`src/tx_overhead_serial_in_pkg.sv`:
```
// constants, field layout and slot codes for the transmit section overhead control block
// Summary of operation
// - AIS-force bit set forces AIS toward the network; clear forces none.
// - With M1 internal, REI source zero sends B2 error counts, one sends zero.
// - K2 hardware: RDI source zero makes bits 2:0 internally, else all from 38H.
// - B2 invert code 0X none, 10 always, 11 for one frame.
// - B1 invert code 0X none, 10 always, 11 for one frame.
// - RDI force and excess insertion act only with K2 and RDI from hardware.
// - Excess insertion enabled sends K2 bits 2:0 as 110 while excess state is active.
// - RDI force sends K2 bits 2:0 as 110 whatever the excess state, until cleared.
// - J0 source 00 processor, 01 serial overhead input, 1X received byte.
// - E1 source zero takes orderwire input, one retransmits received E1.
// - F1 source zero takes user channel input, one retransmits received F1.
// - D1-D3 source zero takes regenerator DCC input, one retransmits received bytes.
// - D4-D12 source zero takes multiplex DCC input, one retransmits received bytes.
// - E2 source zero takes multiplex orderwire input, one retransmits received E2.
// - M1 source zero internal REI, one serial input; regenerator passes received M1.
// - K2 source zero internal, one serial input; regenerator passes received K2.
package tx_overhead_serial_in_pkg;
  localparam int unsigned DW = 8;
  // register indices; byte address is four times the index
  localparam logic [9:0] IDX_RDI_CTRL = 10'h01a;
  localparam logic [9:0] IDX_OP_CTRL = 10'h030;
  localparam logic [9:0] IDX_SRC_SEL_A = 10'h060;
  localparam logic [9:0] IDX_SRC_SEL_B = 10'h061;
  localparam logic [9:0] IDX_K2_VALUE = 10'h038;
  localparam logic [9:0] IDX_CFG = 10'h070;
  localparam logic [9:0] IDX_CPU_J0 = 10'h071;
  localparam logic [9:0] IDX_CPU_NU8 = 10'h072;
  localparam logic [9:0] IDX_CPU_NU9 = 10'h073;
  localparam logic [9:0] IDX_STATUS = 10'h074;
  localparam logic [7:0] RST_BYTE = 8'h00;
  // writable bit masks, reserved bits read zero
  localparam logic [7:0] MASK_RDI_CTRL = 8'h06;
  localparam logic [7:0] MASK_SRC_SEL_B = 8'h02;
  localparam logic [7:0] MASK_CFG = 8'h07;
  // op ctrl fields
  localparam int unsigned OP_AIS = 7;
  localparam int unsigned OP_REI_SRC = 6;
  localparam int unsigned OP_NU_SEL = 5;
  localparam int unsigned OP_RDI_SRC = 4;
  localparam int unsigned OP_B2_LO = 2;
  localparam int unsigned OP_B1_LO = 0;
  // rdi ctrl fields
  localparam int unsigned RDI_EXC_EN = 2;
  localparam int unsigned RDI_FRC = 1;
  // source select a fields, then the source select b K2 field
  localparam int unsigned SRC_J0_LO = 6;
  localparam int unsigned SRC_E1 = 5;
  localparam int unsigned SRC_F1 = 4;
  localparam int unsigned SRC_D1D3 = 3;
  localparam int unsigned SRC_D4D12 = 2;
  localparam int unsigned SRC_E2 = 1;
  localparam int unsigned SRC_M1 = 0;
  localparam int unsigned SRCB_K2 = 1;
  // cfg fields
  localparam int unsigned CFG_REGEN = 0;
  localparam int unsigned CFG_NU8_SER = 1;
  localparam int unsigned CFG_NU9_SER = 2;
  // codes
  localparam logic [1:0] INV_FOREVER = 2'h2;
  localparam logic [1:0] INV_ONE_FRAME = 2'h3;
  localparam logic [2:0] RDI_CODE = 3'h6;
  localparam logic [2:0] RDI_NONE = 3'h0;
  localparam logic [7:0] NU_DEFAULT = 8'haa;
  localparam logic [7:0] REI_ZERO = 8'h00;
  typedef enum logic [3:0] {
    TX_OVERHEAD_SERIAL_IN_SLOT_J0, TX_OVERHEAD_SERIAL_IN_SLOT_E1, TX_OVERHEAD_SERIAL_IN_SLOT_F1, TX_OVERHEAD_SERIAL_IN_SLOT_D1D3, TX_OVERHEAD_SERIAL_IN_SLOT_D4D12, TX_OVERHEAD_SERIAL_IN_SLOT_E2,
    TX_OVERHEAD_SERIAL_IN_SLOT_M1, TX_OVERHEAD_SERIAL_IN_SLOT_K2, TX_OVERHEAD_SERIAL_IN_SLOT_NU8, TX_OVERHEAD_SERIAL_IN_SLOT_NU9, TX_OVERHEAD_SERIAL_IN_SLOT_B1, TX_OVERHEAD_SERIAL_IN_SLOT_B2
  } tx_overhead_serial_in_slot_t;
endpackage

```
`src/tx_overhead_serial_in_ctrl.sv`:
```
// transmit section overhead control: register bank, source selection and K2/M1/B1/B2 shaping
//
// Our own choice: the APB interface to the registers.
`timescale 1ns/1ps
module tx_overhead_serial_in_ctrl (
  input wire logic clk_sys,
  input wire logic rstn,
  // apb slave
  input wire logic psel,
  input wire logic penable,
  input wire logic pwrite,
  input wire logic [11:0] paddr,
  input wire logic [31:0] pwdata,
  output logic [31:0] prdata,
  output logic pready,
  output logic pslverr,
  // frame and slot timing
  input wire logic frame_start,
  input wire logic slot_valid,
  input wire logic [3:0] slot_id,
  // byte sources
  input wire logic [7:0] rx_byte,
  input wire logic [7:0] parity_byte,
  input wire logic [7:0] ms_err_count,
  input wire logic excess_ms_error_state,
  input wire logic [7:0] tx_overhead_serial_in,
  input wire logic [7:0] tx_rs_orderwire_in,
  input wire logic [7:0] tx_user_channel_in,
  input wire logic [7:0] tx_rs_dcc_in,
  input wire logic [7:0] tx_ms_dcc_in,
  input wire logic [7:0] tx_ms_orderwire_in,
  // results
  output logic [7:0] tx_byte_q,
  output logic tx_byte_valid_q,
  output logic tx_ais_force_q
);
  // ---------------------------------------------------------------
  // register bank
  // ---------------------------------------------------------------
  logic [7:0] rdi_ctrl_q;
  logic [7:0] op_ctrl_q;
  logic [7:0] src_a_q;
  logic [7:0] src_b_q;
  logic [7:0] k2_value_q;
  logic [7:0] cfg_q;
  logic [7:0] cpu_j0_q;
  logic [7:0] cpu_nu8_q;
  logic [7:0] cpu_nu9_q;

  wire [9:0] idx = paddr[11:2];
  wire aligned = (paddr[1:0] == 2'h0);
  wire access = psel && penable;
  wire hit_rdi = aligned && idx == tx_overhead_serial_in_pkg::IDX_RDI_CTRL;
  wire hit_op = aligned && idx == tx_overhead_serial_in_pkg::IDX_OP_CTRL;
  wire hit_src_a = aligned && idx == tx_overhead_serial_in_pkg::IDX_SRC_SEL_A;
  wire hit_src_b = aligned && idx == tx_overhead_serial_in_pkg::IDX_SRC_SEL_B;
  wire hit_k2 = aligned && idx == tx_overhead_serial_in_pkg::IDX_K2_VALUE;
  wire hit_cfg = aligned && idx == tx_overhead_serial_in_pkg::IDX_CFG;
  wire hit_j0 = aligned && idx == tx_overhead_serial_in_pkg::IDX_CPU_J0;
  wire hit_nu8 = aligned && idx == tx_overhead_serial_in_pkg::IDX_CPU_NU8;
  wire hit_nu9 = aligned && idx == tx_overhead_serial_in_pkg::IDX_CPU_NU9;
  wire hit_stat = aligned && idx == tx_overhead_serial_in_pkg::IDX_STATUS;
  wire hit_any = hit_rdi | hit_op | hit_src_a | hit_src_b | hit_k2 | hit_cfg | hit_j0 | hit_nu8 | hit_nu9
                 | hit_stat;
  wire wr = access && pwrite;
  wire [7:0] wbyte = pwdata[7:0];
  wire wr_op = wr && hit_op;

  // zero wait states; unmapped or misaligned accesses are flagged and have no effect
  assign pready = 1'b1;
  assign pslverr = access && !hit_any;

  always_ff @(posedge clk_sys) begin
    if (!rstn) begin
      rdi_ctrl_q <= tx_overhead_serial_in_pkg::RST_BYTE;
      op_ctrl_q <= tx_overhead_serial_in_pkg::RST_BYTE;
      src_a_q <= tx_overhead_serial_in_pkg::RST_BYTE;
      src_b_q <= tx_overhead_serial_in_pkg::RST_BYTE;
      k2_value_q <= tx_overhead_serial_in_pkg::RST_BYTE;
      cfg_q <= tx_overhead_serial_in_pkg::RST_BYTE;
      cpu_j0_q <= tx_overhead_serial_in_pkg::RST_BYTE;
      cpu_nu8_q <= tx_overhead_serial_in_pkg::RST_BYTE;
      cpu_nu9_q <= tx_overhead_serial_in_pkg::RST_BYTE;
    end else if (wr) begin
      if (hit_rdi) rdi_ctrl_q <= wbyte & tx_overhead_serial_in_pkg::MASK_RDI_CTRL;
      if (hit_op) op_ctrl_q <= wbyte;
      if (hit_src_a) src_a_q <= wbyte;
      if (hit_src_b) src_b_q <= wbyte & tx_overhead_serial_in_pkg::MASK_SRC_SEL_B;
      if (hit_k2) k2_value_q <= wbyte;
      if (hit_cfg) cfg_q <= wbyte & tx_overhead_serial_in_pkg::MASK_CFG;
      if (hit_j0) cpu_j0_q <= wbyte;
      if (hit_nu8) cpu_nu8_q <= wbyte;
      if (hit_nu9) cpu_nu9_q <= wbyte;
    end
  end

  // ---------------------------------------------------------------
  // frame-boundary shadows
  // ---------------------------------------------------------------
  // bytes already in flight keep the settings they started the frame with
  logic [7:0] rdi_sh_q;
  logic [7:0] op_sh_q;
  logic [7:0] src_a_sh_q;
  logic [7:0] src_b_sh_q;
  logic [7:0] k2_sh_q;
  logic [7:0] cfg_sh_q;
  logic [7:0] j0_sh_q;
  logic [7:0] nu8_sh_q;
  logic [7:0] nu9_sh_q;

  always_ff @(posedge clk_sys) begin
    if (!rstn) begin
      rdi_sh_q <= tx_overhead_serial_in_pkg::RST_BYTE;
      op_sh_q <= tx_overhead_serial_in_pkg::RST_BYTE;
      src_a_sh_q <= tx_overhead_serial_in_pkg::RST_BYTE;
      src_b_sh_q <= tx_overhead_serial_in_pkg::RST_BYTE;
      k2_sh_q <= tx_overhead_serial_in_pkg::RST_BYTE;
      cfg_sh_q <= tx_overhead_serial_in_pkg::RST_BYTE;
      j0_sh_q <= tx_overhead_serial_in_pkg::RST_BYTE;
      nu8_sh_q <= tx_overhead_serial_in_pkg::RST_BYTE;
      nu9_sh_q <= tx_overhead_serial_in_pkg::RST_BYTE;
    end else if (frame_start) begin
      rdi_sh_q <= rdi_ctrl_q;
      op_sh_q <= op_ctrl_q;
      src_a_sh_q <= src_a_q;
      src_b_sh_q <= src_b_q;
      k2_sh_q <= k2_value_q;
      cfg_sh_q <= cfg_q;
      j0_sh_q <= cpu_j0_q;
      nu8_sh_q <= cpu_nu8_q;
      nu9_sh_q <= cpu_nu9_q;
    end
  end

  // ---------------------------------------------------------------
  // parity inversion
  // ---------------------------------------------------------------
  logic inv_b1;
  logic inv_b2;

  tx_overhead_serial_in_parity_inv u_inv_b1 (
    .clk_sys(clk_sys),
    .rstn(rstn),
    .code_wr(wbyte[tx_overhead_serial_in_pkg::OP_B1_LO +: 2]),
    .wr_stb(wr_op),
    .frame_start(frame_start),
    .invert(inv_b1)
  );

  tx_overhead_serial_in_parity_inv u_inv_b2 (
    .clk_sys(clk_sys),
    .rstn(rstn),
    .code_wr(wbyte[tx_overhead_serial_in_pkg::OP_B2_LO +: 2]),
    .wr_stb(wr_op),
    .frame_start(frame_start),
    .invert(inv_b2)
  );

  // ---------------------------------------------------------------
  // byte selection
  // ---------------------------------------------------------------
  wire regen = cfg_sh_q[tx_overhead_serial_in_pkg::CFG_REGEN];
  wire [1:0] j0_src = src_a_sh_q[tx_overhead_serial_in_pkg::SRC_J0_LO +: 2];
  wire k2_hw = !src_b_sh_q[tx_overhead_serial_in_pkg::SRCB_K2];
  wire rdi_hw = !op_sh_q[tx_overhead_serial_in_pkg::OP_RDI_SRC];

  // controls gated by K2 and RDI sourcing
  wire rdi_ctrl_live = k2_hw && rdi_hw;
  wire rdi_forced = rdi_ctrl_live && rdi_sh_q[tx_overhead_serial_in_pkg::RDI_FRC];
  wire rdi_excess = rdi_ctrl_live && rdi_sh_q[tx_overhead_serial_in_pkg::RDI_EXC_EN] && excess_ms_error_state;
  wire [2:0] rdi_bits = (rdi_forced || rdi_excess) ? tx_overhead_serial_in_pkg::RDI_CODE : tx_overhead_serial_in_pkg::RDI_NONE;

  wire [7:0] k2_internal = rdi_hw ? {k2_sh_q[7:3], rdi_bits} : k2_sh_q;
  wire [7:0] k2_byte = regen ? rx_byte : (k2_hw ? k2_internal : tx_overhead_serial_in);

  wire [7:0] m1_internal = op_sh_q[tx_overhead_serial_in_pkg::OP_REI_SRC] ? tx_overhead_serial_in_pkg::REI_ZERO : ms_err_count;
  wire [7:0] m1_byte = regen ? rx_byte : (src_a_sh_q[tx_overhead_serial_in_pkg::SRC_M1] ? tx_overhead_serial_in : m1_internal);

  wire [7:0] j0_byte = j0_src[1] ? rx_byte : (j0_src[0] ? tx_overhead_serial_in : j0_sh_q);

  wire nu_cpu = op_sh_q[tx_overhead_serial_in_pkg::OP_NU_SEL];
  wire [7:0] nu8_byte = cfg_sh_q[tx_overhead_serial_in_pkg::CFG_NU8_SER] ? tx_overhead_serial_in :
                        (nu_cpu ? nu8_sh_q : tx_overhead_serial_in_pkg::NU_DEFAULT);
  wire [7:0] nu9_byte = cfg_sh_q[tx_overhead_serial_in_pkg::CFG_NU9_SER] ? tx_overhead_serial_in :
                        (nu_cpu ? nu9_sh_q : tx_overhead_serial_in_pkg::NU_DEFAULT);

  wire [7:0] e1_byte = src_a_sh_q[tx_overhead_serial_in_pkg::SRC_E1] ? rx_byte : tx_rs_orderwire_in;
  wire [7:0] f1_byte = src_a_sh_q[tx_overhead_serial_in_pkg::SRC_F1] ? rx_byte : tx_user_channel_in;
  wire [7:0] d13_byte = src_a_sh_q[tx_overhead_serial_in_pkg::SRC_D1D3] ? rx_byte : tx_rs_dcc_in;
  wire [7:0] d412_byte = src_a_sh_q[tx_overhead_serial_in_pkg::SRC_D4D12] ? rx_byte : tx_ms_dcc_in;
  wire [7:0] e2_byte = src_a_sh_q[tx_overhead_serial_in_pkg::SRC_E2] ? rx_byte : tx_ms_orderwire_in;

  wire [7:0] b1_byte = inv_b1 ? ~parity_byte : parity_byte;
  wire [7:0] b2_byte = inv_b2 ? ~parity_byte : parity_byte;

  logic [7:0] sel_byte;
  always_comb begin
    case (tx_overhead_serial_in_pkg::tx_overhead_serial_in_slot_t'(slot_id))
      tx_overhead_serial_in_pkg::TX_OVERHEAD_SERIAL_IN_SLOT_J0: sel_byte = j0_byte;
      tx_overhead_serial_in_pkg::TX_OVERHEAD_SERIAL_IN_SLOT_E1: sel_byte = e1_byte;
      tx_overhead_serial_in_pkg::TX_OVERHEAD_SERIAL_IN_SLOT_F1: sel_byte = f1_byte;
      tx_overhead_serial_in_pkg::TX_OVERHEAD_SERIAL_IN_SLOT_D1D3: sel_byte = d13_byte;
      tx_overhead_serial_in_pkg::TX_OVERHEAD_SERIAL_IN_SLOT_D4D12: sel_byte = d412_byte;
      tx_overhead_serial_in_pkg::TX_OVERHEAD_SERIAL_IN_SLOT_E2: sel_byte = e2_byte;
      tx_overhead_serial_in_pkg::TX_OVERHEAD_SERIAL_IN_SLOT_M1: sel_byte = m1_byte;
      tx_overhead_serial_in_pkg::TX_OVERHEAD_SERIAL_IN_SLOT_K2: sel_byte = k2_byte;
      tx_overhead_serial_in_pkg::TX_OVERHEAD_SERIAL_IN_SLOT_NU8: sel_byte = nu8_byte;
      tx_overhead_serial_in_pkg::TX_OVERHEAD_SERIAL_IN_SLOT_NU9: sel_byte = nu9_byte;
      tx_overhead_serial_in_pkg::TX_OVERHEAD_SERIAL_IN_SLOT_B1: sel_byte = b1_byte;
      tx_overhead_serial_in_pkg::TX_OVERHEAD_SERIAL_IN_SLOT_B2: sel_byte = b2_byte;
      default: sel_byte = rx_byte;
    endcase
  end

  // ---------------------------------------------------------------
  // outputs
  // ---------------------------------------------------------------
  always_ff @(posedge clk_sys) begin
    if (!rstn) begin
      tx_byte_q <= tx_overhead_serial_in_pkg::RST_BYTE;
      tx_byte_valid_q <= 1'b0;
      tx_ais_force_q <= 1'b0;
    end else begin
      tx_byte_valid_q <= slot_valid;
      if (slot_valid) begin
        tx_byte_q <= sel_byte;
      end
      if (frame_start) begin
        tx_ais_force_q <= op_ctrl_q[tx_overhead_serial_in_pkg::OP_AIS];
      end
    end
  end

  // ---------------------------------------------------------------
  // read mux
  // ---------------------------------------------------------------
  wire [7:0] status_byte = {4'h0, inv_b2, inv_b1, tx_ais_force_q, excess_ms_error_state};
  wire [7:0] rd_byte = ({8{hit_rdi}} & rdi_ctrl_q) | ({8{hit_op}} & op_ctrl_q) | ({8{hit_src_a}} & src_a_q)
                     | ({8{hit_src_b}} & src_b_q) | ({8{hit_k2}} & k2_value_q) | ({8{hit_cfg}} & cfg_q)
                     | ({8{hit_j0}} & cpu_j0_q) | ({8{hit_nu8}} & cpu_nu8_q) | ({8{hit_nu9}} & cpu_nu9_q)
                     | ({8{hit_stat}} & status_byte);
  assign prdata = {24'h000000, rd_byte};
endmodule

```
`src/tx_overhead_serial_in_parity_inv.sv`:
```
// one parity inversion controller: continuous or single-frame
`timescale 1ns/1ps
module tx_overhead_serial_in_parity_inv (
  input wire logic clk_sys,
  input wire logic rstn,
  input wire logic [1:0] code_wr,
  input wire logic wr_stb,
  input wire logic frame_start,
  output logic invert
);
  logic pending_q;
  logic pending_d;
  logic once_q;
  logic forever_q;
  logic [1:0] code_q;

  // a write that lands on the boundary cycle still arms the next frame
  assign pending_d = (wr_stb && code_wr == tx_overhead_serial_in_pkg::INV_ONE_FRAME) ? 1'b1 :
                     (frame_start ? 1'b0 : pending_q);
  assign invert = once_q | forever_q;

  always_ff @(posedge clk_sys) begin
    if (!rstn) begin
      pending_q <= 1'b0;
      once_q <= 1'b0;
      forever_q <= 1'b0;
      code_q <= 2'h0;
    end else begin
      pending_q <= pending_d;
      if (wr_stb) begin
        code_q <= code_wr;
      end
      if (frame_start) begin
        once_q <= pending_q;
        forever_q <= (code_q == tx_overhead_serial_in_pkg::INV_FOREVER);
      end
    end
  end
endmodule

```
`config.mk`:
```
export PLATFORM = sky130hd
export DESIGN_NAME = tx_overhead_serial_in_ctrl
export DESIGN_NICKNAME = d
export VERILOG_FILES = /design/src/tx_overhead_serial_in_pkg.sv /design/src/tx_overhead_serial_in_ctrl.sv /design/src/tx_overhead_serial_in_parity_inv.sv
export SDC_FILE = /design/constraint.sdc
export NUM_CORES = 1
export LEC_CHECK = 0
export ABC_AREA = 1
export BUFFER_PORTS_ARGS = -buffer_cell sky130_fd_sc_hd__buf_2
export CAP_MARGIN = 15
export CORE_MARGIN = 2
export CORE_UTILIZATION = 56
export DETAILED_ROUTE_END_ITERATION = 7
export HOLD_SLACK_MARGIN = 0.1
export PLACE_DENSITY = 0.82
export SETUP_SLACK_MARGIN = 0.4
export SYNTH_ARGS = -nofsm -noshare
export SYNTH_HDL_FRONTEND = slang
export SYNTH_HIERARCHICAL = 1
export SYNTH_SLANG_ARGS = --single-unit
```
`constraint.sdc`:
```
create_clock -name clk_sys -period 3.35 [get_ports clk_sys]
set_input_delay 0.67 -clock clk_sys [delete_from_list [all_inputs] [get_ports clk_sys]]
set_output_delay 0.67 -clock clk_sys [all_outputs]
set_load 0.03 [all_outputs]
```
Word level (Yosys, flattened, before mapping)
Cells that the tools add are included.

word-level totals
  bits in registers = 127
  bits of input ports = 128
  logic and storage cells = 146

operators by class
  bitwise logic cells = 31
  reduce and logical (&&, ||, !) cells = 37
  eq/ne operators = 25
  multiplexer cells = 24

operators by type and width
  cell                                                                     number
  8-bit two-way mux                                                        18
  8-bit one-hot mux with 12 select lines                                   1
  8-bit OR                                                                 9
  10-bit by 7-bit equality test with 1-bit output (second input constant)  7
  8-bit AND                                                                6
  10-bit by 6-bit equality test with 1-bit output (second input constant)  2
  1-bit logical AND                                                        20
  2-bit AND reduction                                                      9
  8-bit by 3-bit AND with 8-bit output                                     2
  4-bit by 3-bit equality test with 1-bit output (second input constant)   4
  4-bit equality test (second input constant)                              4
  1-bit OR                                                                 11
  10-bit by 5-bit equality test with 1-bit output (second input constant)  1
  8-bit by 2-bit AND with 8-bit output                                     1
  8-bit by 4-bit AND with 8-bit output                                     1
  2-bit equality test (second input constant)                              4
  4-bit by 2-bit equality test with 1-bit output (second input constant)   2
  8-bit inverter                                                           1
  3-bit two-way mux                                                        2
  4-bit by 1-bit equality test with 1-bit output (second input constant)   1
  4-bit zero test                                                          1
  2-bit nonzero test                                                       2
  1-bit zero test                                                          3
  1-bit two-way mux                                                        3
  2 further kinds                                                          2

Logic depth before layout (Yosys ltp)
Gate-level depths: netlist (run 1).

  word-level depth = 13
  mapped depth = 13
  gate-level depth less buffers = 12

Cells and area by module
Netlist (run 1), hierarchy kept.

modules (own cells, without submodules)
  module                            times used  sequential area each (µm²)  area each (µm²)  cells each
  tx_overhead_serial_in_ctrl        1           2262.2                      7252.0           1191
  tx_overhead_serial_in_parity_inv  2           100.1                       190.2            25

Worst setup path after synthesis (run 1)
No wires, ideal clock.

  path kind = input to output
  start point = input port paddr[9]
  end point = output port pslverr
  arrival = 2141 ps
  slack = 539 ps
  buffers on the path = 0
  stages = 6
  cell sequence = inv_1 nand4_1 nor2_2 nand2_1 nand3_1 nor4_1

on the way
  cells in the longest elaborated chain, start to end = 13
  elaborated cells on any way between the ends = 31

ends and longest elaborated chain
  element                                                                                                                    RTL line                                                            RTL
  start: declaration                                                                                                         tx_overhead_serial_in_ctrl.sv:12                                    input wire logic [11:0] paddr,
  10-bit by 5-bit equality test with 1-bit output / 10-bit by 6-bit equality test with 1-bit output (equally long branches)  tx_overhead_serial_in_ctrl.sv:53, tx_overhead_serial_in_ctrl.sv:54
  1-bit logical AND, on equally long branches                                                                                tx_overhead_serial_in_ctrl.sv:53, tx_overhead_serial_in_ctrl.sv:54
  1-bit OR (8 in a row)                                                                                                      tx_overhead_serial_in_ctrl.sv:63                                    wire hit_any = hit_rdi | hit_op | hit_src_a | hit_src_b | hit_k2 | hit_cfg | hit_j0 | hit_nu8 | hit_nu9
  1-bit OR *                                                                                                                 tx_overhead_serial_in_ctrl.sv:64                                    | hit_stat;
  1-bit zero test *                                                                                                          tx_overhead_serial_in_ctrl.sv:71                                    assign pslverr = access && !hit_any;
  1-bit logical AND *                                                                                                        tx_overhead_serial_in_ctrl.sv:71
  end: declaration                                                                                                           tx_overhead_serial_in_ctrl.sv:16                                    output logic pslverr,

Every way passes the cells marked *; elsewhere a longest branch is shown, timed or not.

Worst setup path after layout (run 1)
  start point = input port paddr[4]
  end point = output port prdata[4]

on the way
  cells in the longest elaborated chain, start to end = 12
  elaborated cells on any way between the ends = 39

ends and longest elaborated chain
  element                                                                                                                    RTL line                                                            RTL
  10-bit by 5-bit equality test with 1-bit output / 10-bit by 6-bit equality test with 1-bit output (equally long branches)  tx_overhead_serial_in_ctrl.sv:53, tx_overhead_serial_in_ctrl.sv:54
  1-bit logical AND, on equally long branches                                                                                tx_overhead_serial_in_ctrl.sv:53, tx_overhead_serial_in_ctrl.sv:54
  8-bit by 3-bit AND with 8-bit output / 8-bit AND (equally long branches)                                                   tx_overhead_serial_in_ctrl.sv:238                                   wire [7:0] rd_byte = ({8{hit_rdi}} & rdi_ctrl_q) | ({8{hit_op}} & op_ctrl_q) | ({8{hit_src_a}} & src_a_q)
  8-bit OR (2 in a row)                                                                                                      tx_overhead_serial_in_ctrl.sv:238
  8-bit OR (3 in a row)                                                                                                      tx_overhead_serial_in_ctrl.sv:239                                   | ({8{hit_src_b}} & src_b_q) | ({8{hit_k2}} & k2_value_q) | ({8{hit_cfg}} & cfg_q)
  8-bit OR (3 in a row)                                                                                                      tx_overhead_serial_in_ctrl.sv:240                                   | ({8{hit_j0}} & cpu_j0_q) | ({8{hit_nu8}} & cpu_nu8_q) | ({8{hit_nu9}} & cpu_nu9_q)
  8-bit OR *                                                                                                                 tx_overhead_serial_in_ctrl.sv:241                                   | ({8{hit_stat}} & status_byte);
  end: declaration                                                                                                           tx_overhead_serial_in_ctrl.sv:14                                    output logic [31:0] prdata,

Marked as above.

==> results by group, run 1 <==
Synthesis
  – Post-Synth Adder-Cell Area: 0
  – Post-synthesis mux area share: 0
  – Largest family of logic cells by synthesized area: simple AND/OR/NAND/NOR gates
  – Distinct cell type count of the synthesized netlist: 39
  – Synth warn: 6
  – Mapped Cells: 1241
  – Synth Register Bits: 123
  – Post-Synth XOR/XNOR Area: 0.003443
  – Avg Synthesized Cell Area: 6.150 µm²
  – Compound-gate portion of the synthesized area: 0.2228
  – Post-Syn Area: 7632 µm²
  – Register area share after synthesis: 0.3226
  – Synth Area in Simple Gates: 0.3134

Setup path
  – CP Launch Type: input port
  – R2R Path End: tx_byte_q[2]$_SDFFE_PN0P_
  – R2R Setup Slk: 1390 ps
  – Beginning of the worst register-to-register path: cfg_sh_q[0]$_SDFFE_PN0P_
  – Kind of critical path: input port to primary output
  – Worst r2r path cells: 9
  – Worst path required time: 2680 ps
  – Crit end category: primary output
  – Arrival @ worst endpoint: 2200 ps
  – Critical-path maximum fanout: 9

Min path
  – WHS Endpoint: tx_byte_valid_q$_SDFF_PN0_
  – Hold path depth: 3
  – Hold crit path type: input port to flip-flop
  – Hold Crit Start: slot_valid

Flow run
  – Max-Cap Viols: 0

Drt
  – Vias per inst: 5.474
  – Vias: 8354
  – Drt drc: 0
  – Initial drt markers: 804
  – Final ANT Viol Nets: 0
  – Drt pass-1 iters: 6
  – Drt total wl: 23900 µm
  – Drt wl/cell: 15.66 µm

Die
  – # IOs: 172
  – # rows: 42
  – Initial Util: 0.5741
  – Die Wd: 120.7 µm
  – Die height: 120.7 µm
  – Core Area: 13300 µm²
  – Die ar.: 14580 µm²

CTS
  – Clock transition at path regs: 60 ps
  – Hold buffer count at CTS: 0
  – TritonCTS clock tree: built
  – Post-CTS setup repair buffer count: 0
  – Clk sinks: 123
  – Clock root buffer master: clkbuf_16
  – Worst-Skew Late Latency: 420 ps
  – Post-CTS sizing: 0
  – Htree depth: 4
  – Maximum clock path buffer count: 2
  – CTS buffer count: 17

Global route
  – Largest net degree at the start of global routing: 69
  – Global-route wire length before repair: 36930 µm
  – Antenna violations before repair: 1
  – Grt ovf: 0
  – Vias in the first global route: 7299
  – GRT Util Overall: 0.3262

Outcome
  – Status: finished clean

STA
  – Final Critical Period: 2869 ps
  – Worst Tran Pin Value: 762.7 ps
  – Fin. Hold Viols: 0
  – Fin Setup TNS: 0 ps
  – RSZ-0062 raised after global routing: false
  – Slew headroom: 0.4910
  – Period utilization: 0.8565
  – Number of setup violations in the final report: 0
  – Final setup margin: 480.6 ps
  – Clock skew: 7.844 ps
  – Max-slew violation count: 0
  – Max Clk Rate: 0.3485 GHz

Power
  – Part of the power in registers: 0.394
  – Peak supply drop: 349.8 µV
  – Sw frac: 0.2811
  – Combinational power share: 0.137
  – Switch Pwr: 1106 µW
  – Clock Power Share: 0.468
  – Overall power: 3936 µW
  – Leakage: 0.004280 µW
  – Power per cell area: 448.3 nW/µm²
  – Cell-internal power: 2830 µW

Placed design
  – Number of buffers added on ports: 122
  – Area post-placement: 8175 µm²
  – Place WS: 538.7 ps
  – Placer Congestion: 0.9989
  – Detailed-placement wirelength estimate: 17530 µm

Finish
  – Share of cells above drive strength 1: 0.1644
  – Syn-to-layout area delta: 15.03%
  – Design Area, Final: 8780 µm²
  – Nets: 1465
  – # diodes: 0
  – Commonest non-fill, non-tap cell in the layout: nand2_1
  – Most frequent cells in the layout: nand2_1, inv_1, a21oi_1
[worst max-delay path, stage by stage]
cell	delay, ps
buf_2	120
nor2_2	160
nand2_1	110
nor2_2	170
nand2_1	240
o22ai_1	320
a21oi_1	70
nand2_1	120
buf_2	210
[worst max-delay path by stage]
stage	start	to	slack (ps)	cells after the start
6_report	paddr[4]	prdata[4]	480	9
3_3_place_gp	paddr[4]	prdata[4]	580	9
3_5_place_dp	paddr[4]	prdata[4]	540	9
5_1_grt	paddr[1]	prdata[4]	400	9
4_1_cts	paddr[4]	prdata[4]	520	9
2_1_floorplan	paddr[9]	pslverr	540	6
[cells in the mapped netlist]
| library cell | n | share of area |
|---|---|---|
| nand2_1 | 371 | 0.18 |
| inv_1 | 151 | 0.074 |
| a21oi_1 | 131 | 0.086 |
| o21ai_0 | 127 | 0.083 |
| dfxtp_1 | 123 | 0.32 |
| nor2_1 | 103 | 0.051 |
| nand3_1 | 37 | 0.024 |
| clkbuf_1 | 27 | 0.013 |
| buf_4 | 26 | 0.026 |
| o22ai_1 | 21 | 0.017 |
| o21ai_1 | 12 | 0.0079 |
| buf_2 | 11 | 0.0072 |
| nand2_4 | 10 | 0.015 |
| nor2_4 | 10 | 0.015 |
| inv_2 | 7 | 0.0034 |
| nand2_2 | 7 | 0.0057 |
| nor2_2 | 6 | 0.0049 |
| o211ai_1 | 6 | 0.0059 |
| a211oi_2 | 5 | 0.0082 |
| nand4_1 | 5 | 0.0041 |
| nor3_1 | 5 | 0.0033 |
| o21ai_2 | 5 | 0.0057 |
| a21oi_2 | 4 | 0.0046 |
| buf_6 | 4 | 0.0059 |
| a211oi_1 | 3 | 0.0030 |
| clkinv_1 | 3 | 0.0015 |
| clkinv_2 | 3 | 0.0020 |
| xor2_1 | 3 | 0.0034 |
| buf_1 | 2 | 0.00098 |
| conb_1 | 2 | 0.00098 |
| nand3_2 | 2 | 0.0026 |
| or2_2 | 2 | 0.0016 |
| clkbuf_2 | 1 | 0.00066 |
| clkinv_4 | 1 | 0.0011 |
| inv_4 | 1 | 0.00082 |
| nor3_2 | 1 | 0.0013 |
| nor3_4 | 1 | 0.0021 |
| nor4_1 | 1 | 0.00082 |
| o221ai_1 | 1 | 0.0011 |
[layer usage]
| layer | GRT usage | part of all wire | up-vias | routed length, µm |
|---|---|---|---|---|
| met5 | 0 | 0 | - | 0 |
| met4 | 0.1555 | 0.043 | 0 | 1038 |
| met3 | 0.05849 | 0.080 | 68 | 1914 |
| met2 | 0.5268 | 0.45 | 447 | 10800 |
| met1 | 0.4212 | 0.42 | 3728 | 10140 |
| li1 | - | - | 4111 | - |
[through the flow]
step / cells / hold WS [ps] / util
final: 1526 / 447.0 / 0.6604
after global routing: 1526 / 450.4 / 0.6604
after CTS: 1526 / 443.3 / 0.6604
after detailed placement: 1494 / 451.5 / 0.6149
after global placement: 1494 / 450.9 / 0.6149
after floorplan: 1264 / 429.9 / -
[flip-flops by register name, summed over array words and instances, names as in the netlist, 2 cells and up]
name,cells
cfg_sh_q,3
j0_sh_q,8
cpu_j0_q,8
op_ctrl_q,8
cpu_nu8_q,8
rdi_ctrl_q,2
u_inv_b2/code_q,2
nu9_sh_q,8
op_sh_q,3
tx_byte_q,8
k2_value_q,8
k2_sh_q,8
cpu_nu9_q,8
src_a_q,8
src_a_sh_q,8
nu8_sh_q,8
cfg_q,3
rdi_sh_q,2
u_inv_b1/code_q,2
[power by group through the flow]
stage	Sequential (µW)	Clock, µW	Combinational [µW]
2_1_floorplan	1570	0	368
3_3_place_gp	1580	0	518
3_5_place_dp	1580	0	523
4_1_cts	1550	1850	529
5_1_grt	1560	1900	600
6_report	1550	1840	540
[final cells by class]
| class | count | area, µm² |
|---|---|---|
| Multi-Input combinational cell | 904 | 4213 |
| Clock inverter | 12 | 137.6 |
| Fill cell | 1236 | 4516 |
| Tap cell | 176 | 220.2 |
| Timing Repair Buffer | 125 | 645.6 |
| Clock buffer | 20 | 466.7 |
| Inverter | 166 | 634.4 |
| Sequential cell | 123 | 2462 |
[cells by family (layout without fill, tap and decap cells)]
logic type	Yosys count	after routing
buffers and inverters	237	323
AO/OA/AOI/OAI	315	315
other	2	25
AND/OR/NAND/NOR	561	561
XOR/XNOR	3	3
flip-flops	123	123
Power figures use the tool's default switching activity.
==> run 2, diff against run 1 <==
--- a/config.mk
+++ b/config.mk
@@ -5,14 +5,14 @@
 export SDC_FILE = /design/constraint.sdc
 export NUM_CORES = 1
 export LEC_CHECK = 0
-export ABC_AREA = 1
+export ABC_AREA = 0
 export BUFFER_PORTS_ARGS = -buffer_cell sky130_fd_sc_hd__buf_2
 export CAP_MARGIN = 15
 export CORE_MARGIN = 2
 export CORE_UTILIZATION = 56
 export DETAILED_ROUTE_END_ITERATION = 7
 export HOLD_SLACK_MARGIN = 0.1
-export PLACE_DENSITY = 0.82
+export PLACE_DENSITY = 0.83
 export SETUP_SLACK_MARGIN = 0.4
 export SYNTH_ARGS = -nofsm -noshare
 export SYNTH_HDL_FRONTEND = slang
==> results by group, run 2 <==
Synthesis
  – Distinct cell type count of the synthesized netlist: 67 (+72%)
  – Post-Syn Area: 7373 µm² (-3.4%)
  – Yosys top cell area share: 0.3340 (+0.01133)
  – Area leader, netlist: dfxtp_1
  – Synth cell count leaders: dfxtp_1, mux2i_1, nand2_1, nor2b_1, clkbuf_1
  – Register area share after synthesis: 0.3340 (+0.01133)
  – Top cells by area, synth: dfxtp_1, mux2i_1, nor2b_1, nand2_1, nand3_1
  – Post-synth EDFFs: 0 (unchanged)
  – Mapped Cells: 862 (-31%)
  – Synth Register Bits: 123 (unchanged)
  – Synth warn: 6 (unchanged)
  – Ys async rst share: 0 (unchanged)
  – Most common cell in the synthesized netlist: dfxtp_1
  – Dominant synthesized flop cell: dfxtp_1
  – Avg Synthesized Cell Area: 8.554 µm² (+39%)

Placed design
  – Area post-placement: 8018 µm² (-1.9%)
  – Detailed-placement wirelength estimate: 16230 µm (-7.4%)
  – Placer Congestion: 0.9602 (-3.9%)
  – Number of buffers added on ports: 122 (unchanged)

Die
  – # rows: 41 (-2.4%)
  – Die height: 118.7 µm (-1.7%)
  – Die ar.: 14100 µm² (-3.3%)
  – # IOs: 172 (unchanged)
  – Core Area: 12720 µm² (-4.3%)
  – Initial Util: 0.5796 (+0.005500)
  – Die Wd: 118.7 µm (-1.7%)

STA
  – Max-slew violation count: 0 (unchanged)
  – Max Clk Rate: 0.3285 GHz (-5.8%)
  – Fin. Hold Viols: 0 (unchanged)
  – Clock skew: 7.898 ps (+0.05390 ps)
  – Slew headroom: 0.4297 (-0.06124)
  – Worst Tran Pin Value: 854.3 ps (+91.53 ps)
  – Fin Setup TNS: 0 ps (unchanged)
  – Period utilization: 0.9088 (+0.05226)
  – Number of setup violations in the final report: 0 (unchanged)
  – RSZ-0062 raised after global routing: true
  – Final Critical Period: 3044 ps (+175.1 ps)

CTS
  – TritonCTS clock tree: built
  – Worst-Skew Late Latency: 420 ps (about the same)
  – Maximum clock path buffer count: 2 (unchanged)
  – CTS buffer count: 17 (unchanged)
  – Htree depth: 4 (unchanged)
  – Clk sinks: 123 (unchanged)
  – Clock transition at path regs: 50 ps (about the same)
  – Hold buffer count at CTS: 0 (unchanged)
  – Clock root buffer master: clkbuf_16

Power
  – Sw frac: 0.2259 (-0.05522)
  – Peak supply drop: 332.4 µV (-5.0%)
  – Combinational power share: 0.102 (-0.035)
  – Leakage: 0.003461 µW (-19%)
  – Switch Pwr: 867.9 µW (-22%)
  – Part of the power in registers: 0.385 (-0.009)
  – Clock Power Share: 0.514 (+0.046)
  – Cell-internal power: 2974 µW (+5.1%)
  – Power per cell area: 427.8 nW/µm² (-4.6%)

Global route
  – Global-route wire length before repair: 36510 µm (-1.1%)
  – Largest net degree at the start of global routing: 125 (+81%)
  – Vias in the first global route: 6791 (-7.0%)
  – Antenna violations before repair: 0 (-1)
  – GRT Util Overall: 0.3279 (+0.001694)
  – Grt ovf: 0 (unchanged)

Finish
  – Most frequent cells in the layout: dfxtp_1, mux2i_1, buf_2
  – Nets: 1094 (-25%)
  – Commonest non-fill, non-tap cell in the layout: dfxtp_1
  – # diodes: 0 (unchanged)
  – Syn-to-layout area delta: 21.79%
  – Share of cells above drive strength 1: 0.2342 (+0.06971)
  – Design Area, Final: 8980 µm² (+2.3%)

Min path
  – Hold crit path type: flip-flop to flip-flop
  – Hold path depth: 2 (-1)

Drt
  – M1 wire length: 9722 µm (-4.2%)
  – Drt total wl: 23960 µm (+0.27%)
  – Initial drt markers: 866 (+7.7%)
  – DR WL met3: 2152 µm (+12%)
  – Vias: 7263 (-13%)
  – Drt drc: 0 (unchanged)
  – WL met2: 10920 µm (+1.1%)
  – Final ANT Viol Nets: 0 (unchanged)
  – Uppermost routed layer: met4
  – Vias per inst: 6.316 (+15%)
  – Drt pass-1 iters: 6 (unchanged)
  – Drt wl/cell: 20.84 µm (+33%)

Setup path
  – Worst r2r path cells: 6 (-3)
  – Critical-path maximum fanout: 4 (-5)
  – Kind of critical path: input port to primary output
  – Worst path required time: 2680 ps (about the same)
  – Crit end category: primary output
  – R2R Setup Slk: 1170 ps (-220 ps)
  – Arrival @ worst endpoint: 2370 ps (+170 ps)
  – CP Launch Type: input port

Outcome
  – Status: finished clean

Flow run
  – Max-Cap Viols: 0 (unchanged)
-- run 2: changes by cell type in the layout (fill, tap and decap cells not counted), sizes merged, moves of 72 or more --
cell | previous run | this run
a21oi | 135 | 20
mux2i | 0 | 117
o21ai | 144 | 36
inv | 161 | 10
nor2b | 0 | 72
nand2 | 388 | 92
nor2 | 119 | 24
-- run 2: final timing paths --
path | from | endpoint
hold / removal | op_ctrl_q[1]$_SDFFE_PN0P_ | op_ctrl_q[1]$_SDFFE_PN0P_
setup reg to reg | u_inv_b1/forever_q$_SDFFE_PN0P_ | tx_byte_q[0]$_SDFFE_PN0P_
setup / recovery | paddr[5] | prdata[6]
hold reg to reg | op_ctrl_q[1]$_SDFFE_PN0P_ | op_ctrl_q[1]$_SDFFE_PN0P_
-- run 2: cell type report --
class                      instances  area [µm²]
tap                              172       215.2
fill                             975        3742
sequential                       123        2462
multi-input combinational        653        4604
clock inverter                     8       165.2
timing repair buffer             161        1027
clock buffer                      23       467.9
inverter                          10       37.54
-- run 2: what timing repair did --
item,4_1_cts,5_1_grt
cloned,2,0
pin swaps,11,6
resized for setup,31,14
setup buffers,15,3
endpoints found under the setup margin,9,9
-- run 2: per-stage QoR --
step           total power, µW  hold WS, ps  utilization  std cells  setup WS [ps]
6_report                  3842        456.5       0.7058       1150          305.5
3_3_place_gp              1875        433.9       0.6302       1099          144.4
5_1_grt                   3943        479.4       0.7058       1150          274.1
3_5_place_dp              1877        444.7       0.6302       1099          145.1
2_1_floorplan             1759        430.1            -        885          375.2
4_1_cts                   3842        452.7       0.6994       1147          382.8
-- run 2: critical path, cell delays in order --
cell      delay, ps
buf_6            90
or4_4           570
or2_4           310
nor3_4          190
buf_6           150
a222oi_1        120
nand2_2         130
buf_6           140
-- run 2: cell families (layout without fill, tap and decap cells) --
kind of cell,count (synthesis),in the layout,share of synthesized area
XOR/XNOR,14,14,0.01663
buffers and inverters,109,202,0.07144
AND/OR/NAND/NOR,307,307,0.2337
other,2,25,0.001019
flip-flops,123,123,0.3340
multiplexers,120,120,0.1634
AO/OA/AOI/OAI,187,187,0.1799
-- run 2: metal layers --
metal / global-route usage / up-vias
met1: 0.4177 / 3360
met2: 0.5277 / 507
met3: 0.06564 / 107
li1: - / 3289
met5: 0 / -
met4: 0.1622 / 0
-- run 2: power by group through the flow --
stage          logic (µW)  registers, µW  clock network (µW)
2_1_floorplan         236           1520                   0
5_1_grt               413           1480                2050
3_5_place_dp          368           1510                   0
6_report              391           1480                1970
4_1_cts               376           1480                1990
3_3_place_gp          367           1510                   0
==> run 3, diff against run 2 <==
--- a/config.mk
+++ b/config.mk
@@ -13,7 +13,8 @@
 export DETAILED_ROUTE_END_ITERATION = 7
 export HOLD_SLACK_MARGIN = 0.1
 export PLACE_DENSITY = 0.83
-export SETUP_SLACK_MARGIN = 0.4
+export RECOVER_POWER = 50
+export SETUP_SLACK_MARGIN = 0.2
 export SYNTH_ARGS = -nofsm -noshare
 export SYNTH_HDL_FRONTEND = slang
 export SYNTH_HIERARCHICAL = 1
==> results by group, run 3 (same netlist as run 2, synthesis figures left out) <==
Drt
  – Drt drc: 8 (+8)
  – Initial drt markers: 986 (+14%)
  – Vias: 7032 (-3.2%)
  – Final ANT Viol Nets: 0 (unchanged)
  – Drt pass-1 iters: 8 (+2)
  – Vias per inst: 6.190 (-2.0%)
  – Drt wl/cell: 20.23 µm (-2.9%)
  – Drt total wl: 22980 µm (-4.1%)

Setup path
  – Crit path cell chain: buf_2, or4_4, or2_4, nor3_4, buf_6, a222oi_1, nand2_1, buf_6
  – Kind of critical path: input port to primary output
  – Crit end category: primary output
  – CP Launch Type: input port
  – CP endpoint: prdata[6]
  – Arrival @ worst endpoint: 2430 ps (+60 ps)
  – Beginning of the worst register-to-register path: u_inv_b1/forever_q$_SDFFE_PN0P_
  – Worst path required time: 2680 ps (about the same)
  – R2R Setup Slk: 1140 ps (-30 ps)
  – Critical-path maximum fanout: 6 (+2)
  – Critical path's most frequent cell: buf_6
  – Crit. path cell count: 8 (unchanged)
  – Crit path from: paddr[1]
  – CP bufs+invs: 3 (unchanged)
  – Worst r2r path cells: 6 (unchanged)
  – Cell class contributing the biggest share of worst-path delay: simple AND/OR/NAND/NOR gates
  – R2R Path End: tx_byte_q[0]$_SDFFE_PN0P_
  – Critical Path Slowest Stage Cell: or4_4
  – CP peak stage delay: 580 ps (about the same)

Die
  – Die ar.: 14100 µm² (unchanged)
  – # IOs: 172 (unchanged)
  – Die height: 118.7 µm (unchanged)
  – Initial Util: 0.5796 (unchanged)
  – # rows: 41 (unchanged)
  – Core Area: 12720 µm² (unchanged)
  – Die Wd: 118.7 µm (unchanged)

Global route
  – Antenna violations before repair: 1 (+1)
  – Vias in the first global route: 6606 (-2.7%)
  – Grt ovf: 0 (unchanged)
  – Global-route wire length before repair: 35320 µm (-3.2%)
  – Largest net degree at the start of global routing: 67 (-46%)
  – GRT Util Overall: 0.3172 (-0.01078)

STA
  – Fin. Hold Viols: 0 (unchanged)
  – Final Critical Period: 3104 ps (+59.78 ps)
  – Clock skew: 5.774 ps (-2.124 ps)
  – Fin Setup TNS: 0 ps (unchanged)
  – Worst Tran Pin Value: 1309 ps (+454.3 ps)
  – Max-slew violation count: 0 (unchanged)
  – RSZ-0062 raised after global routing: false
  – Max Clk Rate: 0.3221 GHz (-1.9%)
  – Number of setup violations in the final report: 0 (unchanged)
  – Slew headroom: 0.1277 (-0.3021)
  – Hold WS: 464.6 ps (+8.064 ps)
  – Period utilization: 0.9266 (+0.01784)

Power
  – Leakage: 0.003231 µW (-6.7%)
  – Peak supply drop: 289.6 µV (-13%)
  – Overall power: 3719 µW (-3.2%)
  – Power per cell area: 429.2 nW/µm² (+0.32%)

Placed design
  – Detailed-placement wirelength estimate: 16170 µm (-0.35%)
  – Placer Congestion: 0.9379 (-2.3%)
  – Number of buffers added on ports: 122 (unchanged)
  – Area post-placement: 7983 µm² (-0.44%)

CTS
  – TritonCTS clock tree: built
  – Worst-Skew Late Latency: 410 ps (about the same)
  – Clock transition at path regs: 60 ps (about the same)
  – Clock root buffer master: clkbuf_16
  – CTS buffer count: 17 (unchanged)
  – Htree depth: 4 (unchanged)
  – Clk sinks: 123 (unchanged)
  – Maximum clock path buffer count: 2 (unchanged)

Finish
  – Nets: 1078 (-1.5%)
  – Syn-to-layout area delta: 17.50%
  – Most frequent cells in the layout: dfxtp_1, mux2i_1, buf_2
  – Design Area, Final: 8663 µm² (-3.5%)
  – Share of cells above drive strength 1: 0.1963 (-0.03789)
  – Commonest non-fill, non-tap cell in the layout: dfxtp_1

Flow run
  – Max-Cap Viols: 0 (unchanged)

Min path
  – Hold crit path type: flip-flop to flip-flop

Outcome
  – Status: complete, but fails checks
  – Failing checks: design-rule violations
## run 3: cell count changes in the layout (fill, tap and decap cells not counted), sizes merged
cell / delta
buf: -30
bufinv: -2
clkbuf: +12
clkinv: +1
clkinvlp: +4
diode: +1
## run 3: per-layer routing
| layer | part of all wire | GRT usage |
|---|---|---|
| met5 | 0 | 0 |
| met4 | 0.047 | 0.1615 |
| met3 | 0.10 | 0.07432 |
| met2 | 0.44 | 0.4921 |
| met1 | 0.41 | 0.4106 |
## run 3: how the worst min path moves through the flow
stage                                          startpoint                         endpoint  slack (ps)  cells past startpoint
after floorplan                 op_ctrl_q[1]$_SDFFE_PN0P_        op_ctrl_q[1]$_SDFFE_PN0P_         430                      2
after global placement          op_ctrl_q[3]$_SDFFE_PN0P_        op_ctrl_q[3]$_SDFFE_PN0P_         440                      2
after detailed placement        tx_byte_q[5]$_SDFFE_PN0P_        tx_byte_q[5]$_SDFFE_PN0P_         450                      1
after CTS                       tx_byte_q[5]$_SDFFE_PN0P_        tx_byte_q[5]$_SDFFE_PN0P_         460                      1
after global routing      u_inv_b1/code_q[1]$_SDFFE_PN0P_  u_inv_b1/forever_q$_SDFFE_PN0P_         490                      2
final                           tx_byte_q[5]$_SDFFE_PN0P_        tx_byte_q[5]$_SDFFE_PN0P_         460                      1
## run 3: what timing repair did
action | 4_1_cts | 5_1_grt
resized for setup | 7 | 17
buffers inserted | 0 | 3
cloned | 0 | 1
endpoints found under the setup margin | 8 | 8
pin swaps | 0 | 8
hold buffers | 0 | 0
## run 3: metrics by stage
step | utilization | std cells | setup slack, ps
4_1_cts | 0.6766 | 1131 | 211.9
2_1_floorplan | - | 885 | 171.0
5_1_grt | 0.6810 | 1136 | 183.4
3_5_place_dp | 0.6275 | 1099 | 118.3
3_3_place_gp | 0.6275 | 1099 | 116.6
6_report | 0.6810 | 1136 | 245.7
## run 3: report_power, final
part / switching, µW / internal [µW] / total [µW]
Sequential: 5.27 / 1470 / 1480
Combinational: 232 / 142 / 373
Clock: 663 / 1200 / 1870
## run 3: area by class of cell
type	instances	area, µm²
antenna	1	2.502
clock buffer	21	460.4
clock inverter	11	143.9
fill	1060	4059
inverter	10	37.54
multi-input combinational	653	4502
sequential	123	2462
tap	172	215.2
timing repair buffer	145	839.6
